**config.mk**
```make
export PLATFORM = sky130hd
export DESIGN_NAME = timed_periodic_interrupt_unit
export DESIGN_NICKNAME = d
export VERILOG_FILES = /design/src/verilog/tpi_pkg.sv /design/src/verilog/timed_periodic_interrupt_unit.sv /design/src/verilog/interval_timer.sv
export SDC_FILE = /design/constraint.sdc
export NUM_CORES = 1
export LEC_CHECK = 0
export ABC_AREA = 1
export BUFFER_PORTS_ARGS = -buffer_cell sky130_fd_sc_hd__buf_2
export CAP_MARGIN = 25
export CORE_MARGIN = 2
export CORE_UTILIZATION = 61
export DETAILED_ROUTE_END_ITERATION = 8
export HOLD_SLACK_MARGIN = 0.08
export PLACE_DENSITY_LB_ADDON = 0.15
export SETUP_SLACK_MARGIN = 0.5
export SLEW_MARGIN = 0
export SYNTH_ARGS = -nofsm -noshare
export SYNTH_HDL_FRONTEND = slang
export SYNTH_SLANG_ARGS = --single-unit
```
**constraint.sdc**
```tcl
create_clock -name mclk -period 4.5 [get_ports mclk]
set_input_delay 0.9 -clock mclk [delete_from_list [all_inputs] [get_ports mclk]]
set_output_delay 0.9 -clock mclk [all_outputs]
set_load 0.01 [all_outputs]
```
**src/verilog/tpi_pkg.sv**
```systemverilog
// Constants, types and register map of the timed periodic interrupt unit.
// Assumes a 20 MHz mclk and a synchronous active-high reset.
`default_nettype none
package tpi_pkg;
    localparam int CLK_HZ = 20000000;
    localparam int TICK_MS = 10;
    localparam int TICK_CYCLES = CLK_HZ / 1000 * TICK_MS;
    localparam int POLL_US = 15;
    localparam int POLL_CYCLES = (CLK_HZ / 1000000) * POLL_US;
    localparam logic [7:0] ADDR_INDEX = 8'h18;
    localparam logic [7:0] ADDR_SETPOINT = 8'h1E;
    localparam logic [7:0] ADDR_STATUS = 8'h20;
    localparam logic [7:0] ADDR_MASK = 8'h22;
    localparam logic [7:0] ADDR_OVERFLOW = 8'h24;
    localparam logic [7:0] ADDR_CONTROL = 8'h26;
    localparam int ST_TIMED = 0;
    localparam int ST_POLL = 1;
    localparam int ST_FAST = 2;
    localparam int ST_FAULT = 3;
    localparam logic [15:0] RST_WORD = 16'h0000;
    localparam logic [3:0] RST_FLAGS = 4'h0;

    typedef struct packed {
        logic [7:0] addr;
        logic [15:0] wdata;
        logic wr;
        logic rd;
    } reg_req_s;

    typedef enum logic [1:0] {
        RUN_NORMAL = 2'b00,
        RUN_IRQ = 2'b01,
        RUN_RESUME = 2'b11
    } run_e;
endpackage
`default_nettype wire

```
**src/verilog/timed_periodic_interrupt_unit.sv**
```systemverilog
// Periodic interrupt unit with index and overflow save and restore.
// Assumes the processor core signals scan end, routine entry and exit,
// and the duration of its instructions in cycles.
//
// Decided for this implementation: the plain strobed port.
`default_nettype none
module timed_periodic_interrupt_unit
    import tpi_pkg::*;
#(
    parameter int TICK_LEN = TICK_CYCLES,
    parameter int POLL_LEN = POLL_CYCLES
)
(
    // Clock and reset
    input wire logic mclk,
    input wire logic sys_rst,
    // Register port
    input wire logic [7:0] reg_addr,
    input wire logic [15:0] reg_wdata,
    input wire logic reg_wr,
    input wire logic reg_rd,
    output logic [15:0] reg_rdata,
    // Processor status
    input wire logic remote_run_mode,
    input wire logic scan_end,
    input wire logic instr_busy,
    input wire logic irq_enter,
    input wire logic irq_exit,
    input wire logic fast_pulse_counter_irq,
    input wire logic fault_irq,
    input wire logic overflow_set,
    // Core-side updates of the index register
    input wire logic index_wr,
    input wire logic [15:0] index_wdata,
    // Outputs
    output logic [15:0] index_value,
    output logic timed_periodic_interrupt,
    output logic poll_req,
    output logic irq
);
    reg_req_s req;
    run_e run_r, run_nxt;
    logic [15:0] index_r, index_nxt, index_save_r, index_save_nxt;
    logic [15:0] setpoint_r, setpoint_nxt;
    logic ovf_r, ovf_nxt, ovf_save_r, ovf_save_nxt;
    logic [3:0] status_r, status_nxt, mask_r, mask_nxt, events;
    logic armed_r, armed_nxt, wait_scan_r, wait_scan_nxt, restart;
    logic [15:0] rdata_r, rdata_nxt;
    logic tpi_r, tpi_nxt, poll_r, poll_nxt, irq_r, irq_nxt;
    logic [$clog2(POLL_LEN+1)-1:0] busy_r, busy_nxt;
    logic expire, pending;

    function automatic logic hit(input reg_req_s r, input logic [7:0] a);
        hit = r.wr && r.addr == a;
    endfunction

    assign req = '{addr: reg_addr, wdata: reg_wdata, wr: reg_wr, rd: reg_rd};

    interval_timer #(.TICK_LEN(TICK_LEN)) interval_timer_inst (
        .mclk(mclk),
        .sys_rst(sys_rst),
        .setpoint(setpoint_r[7:0]),
        .run(armed_r && !wait_scan_r),
        .restart(restart),
        .expire(expire)
    );

    always_comb
    begin
        events = {fault_irq, fast_pulse_counter_irq, 1'b0, expire};
        // Only enabled sources count as pending for the poll
        pending = |((status_r | events) & mask_r);
        restart = 1'b0;
        run_nxt = run_r;
        index_nxt = index_r;
        index_save_nxt = index_save_r;
        setpoint_nxt = setpoint_r;
        ovf_nxt = ovf_r | overflow_set;
        ovf_save_nxt = ovf_save_r;
        armed_nxt = armed_r;
        wait_scan_nxt = wait_scan_r;
        mask_nxt = mask_r;
        tpi_nxt = expire;
        if (index_wr)
            index_nxt = index_wdata;
        if (hit(req, ADDR_INDEX))
            index_nxt = req.wdata;
        // Setpoint write: a rewrite of the same value each scan must not reset timing
        if (hit(req, ADDR_SETPOINT) && req.wdata[7:0] != setpoint_r[7:0])
        begin
            setpoint_nxt = {8'h00, req.wdata[7:0]};
            armed_nxt = req.wdata[7:0] != 8'h00;
            restart = 1'b1;
            wait_scan_nxt = remote_run_mode && req.wdata[7:0] != 8'h00;
        end
        else if (wait_scan_r && scan_end)
        begin
            wait_scan_nxt = 1'b0;
            restart = 1'b1;
        end
        if (hit(req, ADDR_MASK))
            mask_nxt = req.wdata[3:0];
        if (hit(req, ADDR_OVERFLOW))
            ovf_nxt = req.wdata[0] | overflow_set;
        unique case (run_r)
            RUN_NORMAL:
                if (irq_enter || fast_pulse_counter_irq || fault_irq)
                begin
                    index_save_nxt = index_r;
                    ovf_save_nxt = ovf_r;
                    run_nxt = RUN_IRQ;
                end
            RUN_IRQ:
                if (irq_exit)
                    run_nxt = RUN_RESUME;
            RUN_RESUME:
            begin
                index_nxt = index_save_r;
                ovf_nxt = ovf_save_r;
                run_nxt = RUN_NORMAL;
            end
            default:
                run_nxt = RUN_NORMAL;
        endcase
        // Set wins over write-one-to-clear
        status_nxt = status_r;
        if (hit(req, ADDR_STATUS))
            status_nxt = status_r & ~req.wdata[3:0];
        status_nxt = status_nxt | events | {2'b00, poll_nxt, 1'b0};
        irq_nxt = |(status_nxt & mask_nxt);
    end

    // Long instruction: poll once the 15 us mark is passed
    always_comb
    begin
        busy_nxt = busy_r;
        poll_nxt = 1'b0;
        if (!instr_busy)
            busy_nxt = '0;
        else if (busy_r != ($clog2(POLL_LEN+1))'(POLL_LEN))
            busy_nxt = busy_r + 1'b1;
        else
            poll_nxt = pending;
    end

    always_ff @(posedge mclk)
    begin
        if (sys_rst)
        begin
            busy_r <= '0;
            poll_r <= 1'b0;
        end
        else
        begin
            busy_r <= busy_nxt;
            poll_r <= poll_nxt;
        end
    end

    // Read data stands one cycle only, zero otherwise
    always_comb
    begin
        rdata_nxt = RST_WORD;
        if (req.rd)
        begin
            unique case (req.addr)
                ADDR_INDEX: rdata_nxt = index_r;
                ADDR_SETPOINT: rdata_nxt = setpoint_r;
                ADDR_STATUS: rdata_nxt = {12'h000, status_r};
                ADDR_MASK: rdata_nxt = {12'h000, mask_r};
                ADDR_OVERFLOW: rdata_nxt = {15'h0000, ovf_r};
                ADDR_CONTROL: rdata_nxt = {13'h0000, wait_scan_r, armed_r, run_r == RUN_IRQ};
                default: rdata_nxt = RST_WORD;
            endcase
        end
    end

    always_ff @(posedge mclk)
    begin
        if (sys_rst)
            rdata_r <= RST_WORD;
        else
            rdata_r <= rdata_nxt;
    end

    always_ff @(posedge mclk)
    begin
        if (sys_rst)
        begin
            run_r <= RUN_NORMAL;
            index_r <= RST_WORD;
            index_save_r <= RST_WORD;
            setpoint_r <= RST_WORD;
            ovf_r <= 1'b0;
            ovf_save_r <= 1'b0;
            armed_r <= 1'b0;
            wait_scan_r <= 1'b0;
            status_r <= RST_FLAGS;
            mask_r <= RST_FLAGS;
            tpi_r <= 1'b0;
            irq_r <= 1'b0;
        end
        else
        begin
            run_r <= run_nxt;
            index_r <= index_nxt;
            index_save_r <= index_save_nxt;
            setpoint_r <= setpoint_nxt;
            ovf_r <= ovf_nxt;
            ovf_save_r <= ovf_save_nxt;
            armed_r <= armed_nxt;
            wait_scan_r <= wait_scan_nxt;
            status_r <= status_nxt;
            mask_r <= mask_nxt;
            tpi_r <= tpi_nxt;
            irq_r <= irq_nxt;
        end
    end

    assign reg_rdata = rdata_r;
    assign index_value = index_r;
    assign timed_periodic_interrupt = tpi_r;
    assign poll_req = poll_r;
    assign irq = irq_r;
endmodule
`default_nettype wire

```
**src/verilog/interval_timer.sv**
```systemverilog
// Divides mclk to 10 ms ticks and counts setpoint ticks.
// Assumes restart is pulsed whenever counting must begin afresh.
`default_nettype none
module interval_timer
    import tpi_pkg::*;
#(
    parameter int TICK_LEN = TICK_CYCLES
)
(
    // Clock and reset
    input wire logic mclk,
    input wire logic sys_rst,
    // Control
    input wire logic [7:0] setpoint,
    input wire logic run,
    input wire logic restart,
    // Result
    output logic expire
);
    logic [$clog2(TICK_LEN)-1:0] pre_r, pre_nxt;
    logic [7:0] cnt_r, cnt_nxt;
    logic exp_r, exp_nxt;

    always_comb
    begin
        pre_nxt = pre_r;
        cnt_nxt = cnt_r;
        exp_nxt = 1'b0;
        if (restart || !run || setpoint == 8'h00)
        begin
            pre_nxt = '0;
            cnt_nxt = 8'h00;
        end
        else if (pre_r == ($clog2(TICK_LEN))'(TICK_LEN - 1))
        begin
            pre_nxt = '0;
            if (cnt_r + 8'h01 >= setpoint)
            begin
                cnt_nxt = 8'h00;
                exp_nxt = 1'b1;
            end
            else
            begin
                cnt_nxt = cnt_r + 8'h01;
            end
        end
        else
        begin
            pre_nxt = pre_r + 1'b1;
        end
    end

    always_ff @(posedge mclk)
    begin
        if (sys_rst)
        begin
            pre_r <= '0;
            cnt_r <= 8'h00;
            exp_r <= 1'b0;
        end
        else
        begin
            pre_r <= pre_nxt;
            cnt_r <= cnt_nxt;
            exp_r <= exp_nxt;
        end
    end

    assign expire = exp_r;
endmodule
`default_nettype wire

```
==> flow_metrics.env <==
export IMPL_status="finished, final reports clean"
export IMPL_initial_core_util_pct=63.2
export IMPL_syn_inst=813
export IMPL_synthMuxAreaShare_pct=0
export IMPL_synth_fp_nets=878
export IMPL_ios=88
export IMPL_dr_pass1_iters=6
export IMPL_postCtsSetupRepairBufs=0
export IMPL_clock_sinks=109
export IMPL_fp_dieW_um=99.6
export IMPL_yosysTopAreaCell="dfxtp_1"
export IMPL_htree_levels=3
export IMPL_critPathKind="reg2reg"
export IMPL_yosysSeqAreaShare_pct=39.2
export IMPL_ant_nets=0
export IMPL_finalMaxSlewViolations=0
export IMPL_ir_worst_vdd_mv=0.198
export IMPL_synth_simple_gate_area_share_pct=32.4
export IMPL_grt_pass1_vias=4924
export IMPL_via_per_inst=5.28
export IMPL_ys_ff_latch=109
export IMPL_antenna_found_initial=0
export IMPL_netlist_area_um2=5570
export IMPL_dr_total_vias=5277
export IMPL_grt_pass1_wl_um=21800
export IMPL_required_ns=4.80
export IMPL_nets=954
export IMPL_grt_max_degree=45
export IMPL_avgRoutedWirePerCell_um=13.2
export IMPL_clockBufferDepth=2
export IMPL_critPathCaptureType="flop"
export IMPL_dieArea_um2=9910
export IMPL_power_density_nw_per_um2=293
export IMPL_core_um2=8810
export IMPL_slew_headroom_pct=46.3
export IMPL_min_period_ns=2.44
export IMPL_drt_wl_total_um=13200
export IMPL_fmax_mhz=410
export IMPL_drive_gt1_share_pct=14.8
export IMPL_yosysTopAreaCellShare_pct=39.2
export IMPL_period_share_pct=54.3
export IMPL_synth_cell_types=42
export IMPL_dp_hpwl_um=9420
export IMPL_io_buffers=87
export IMPL_clk_insertion_delay_late_ns=0.36
export IMPL_cts_repair_resized=0
export IMPL_grt_ovfl_total=0
export IMPL_drc_errors=0
export IMPL_fp_row_count=34
export IMPL_place_congestion=0.956
export IMPL_power_total_uw=1820
export IMPL_synth_warnings=0
export IMPL_cts_hold_buffers=0
export IMPL_die_h_um=99.6
export IMPL_cts_root_buf="clkbuf_8"
export IMPL_arrival_ns=2.75
export IMPL_hold_class="reg2reg"
export IMPL_clk_pin_slew_ns=0.10
export IMPL_track_usage_pct=26.9
export IMPL_synth_compound_area_share_pct=11.6
export IMPL_skew_ns=0.00769
export IMPL_setup_tns_ns=0
export IMPL_cts_made_buffers=9
export IMPL_diodes=0
export IMPL_synthTopCellsByArea="dfxtp_1, nand2_1, nor2_1"
export IMPL_grt_setup_unrepaired="false"
export IMPL_synth_adder_area_share_pct=2.70
export IMPL_synth_top_family_by_area="simple AND/OR/NAND/NOR gates"
export IMPL_setup_viol=0
export IMPL_synthToLayoutAreaGrowth_pct=11.5
export IMPL_synth_xor_area_share_pct=3.62
export IMPL_syn_area_per_cell_um2=6.85
export IMPL_crit_fanout=8
export IMPL_p_leak_uw=0.00286
export IMPL_drt_initial_drc_count=347
export IMPL_final_hold_violation_count=0
export IMPL_mostFrequentLayoutCell="nand2_1"
export IMPL_worstMarginPinSlew_ns=0.805
export IMPL_maxCapViolations=0
export IMPL_cp_start_kind="flop"
export IMPL_tritoncts="yes"
export IMPL_reg2reg_slack_ns=2.06
export IMPL_mostFrequentLayoutCells="nand2_1, nor2_1, inv_1, dfxtp_1, buf_2"
==> per-stage QoR <==
| step | util (%) | std cells | area, µm² | worst slack (ns) | hold slack, ns |
|---|---|---|---|---|---|
| after floorplan | - | 813 | 5570 | 2.37 | 0.425 |
| after global placement | 68.1 | 986 | 6000 | 2.08 | 0.458 |
| after detailed placement | 68.1 | 986 | 6000 | 1.93 | 0.467 |
| after CTS | 70.5 | 1000 | 6210 | 2.06 | 0.480 |
| after global routing | 70.5 | 1000 | 6210 | 1.72 | 0.494 |
| final | 70.5 | 1000 | 6210 | 2.06 | 0.483 |
==> power breakdown <==
group | switching [µW] | internal (µW)
logic | 104 | 62.1
clock network | 315 | 323
registers | 22.1 | 994
total | 441 | 1380
==> registers in the layout, summed over array words and instances, names as in the netlist, 2 cells and up <==
signal and count:
reg_rdata 16, index_value 16, run_r 2, interval_timer_inst.cnt_r 8, mask_r 4, setpoint_r 8, interval_timer_inst.pre_r 18, index_save_r 16
status_r 4, busy_r 9
==> cells in the mapped netlist, drive strengths merged <==
master / n
clkinv: 1
nand3b: 2
nor2: 146
buf: 14
nand3: 37
xor2: 15
xnor2: 8
and2: 1
nand4: 17
o22ai: 1
nor3: 17
o21ai: 50
dfxtp: 109
nor3b: 2
clkbuf: 10
inv: 113
ha: 12
nor4: 2
nand2: 184
a21oi: 48
or2: 4
o31ai: 2
a41oi: 1
a21boi: 17
==> per-layer routing <==
metal	track usage, %	share of wire, %	vias to the layer above
met4	9.27	1.6	0
met1	35.0	44	2363
met5	0	0	-
met3	4.08	5.9	21
met2	45.7	49	183
li1	-	-	2710
==> path summary, 6_finish.rpt <==
| path | from | end | cells past startpoint |
|---|---|---|---|
| max | interval_timer_inst.cnt_r[0]$_SDFFE_PP0N_ | interval_timer_inst.cnt_r[3]$_SDFFE_PP0N_ | 14 |
| min | index_value[13]$_SDFFE_PP0P_ | reg_rdata[13]$_SDFF_PP0_ | 2 |
| max reg2reg | interval_timer_inst.cnt_r[0]$_SDFFE_PP0N_ | interval_timer_inst.cnt_r[3]$_SDFFE_PP0N_ | 14 |
| min reg2reg | index_value[13]$_SDFFE_PP0P_ | reg_rdata[13]$_SDFF_PP0_ | 2 |
==> cell type report <==
cell class | count | area, µm²
clock inverters | 4 | 73.8
multi-input cells | 566 | 2800
repair buffers | 89 | 450
clock buffers | 10 | 138
fillers | 761 | 2590
well taps | 108 | 135
inverters | 114 | 430
flip-flops and latches | 109 | 2180
==> worst max-delay path, stage by stage (launching register included) <==
cell and delay, ns:
dfxtp_1 0.41, ha_1 0.22, nand3_1 0.10, nor2_1 0.15, nand2_1 0.08, xor2_1 0.17, inv_1 0.06, ha_1 0.27
nand2_1 0.09, nor2_1 0.05, nor3_1 0.34, nand3_4 0.17, nor2_1 0.15, nor2_1 0.05, nor2_1 0.07
==> cell families after synthesis <==
group / after synthesis
xor gates and xnor gates: 23
buffers and inverters: 138
DFF: 109
AOI/OAI and AO/OA: 119
adders and majority gates: 12
and+or+nand+nor: 412
(Power assumes the default switching activity.)
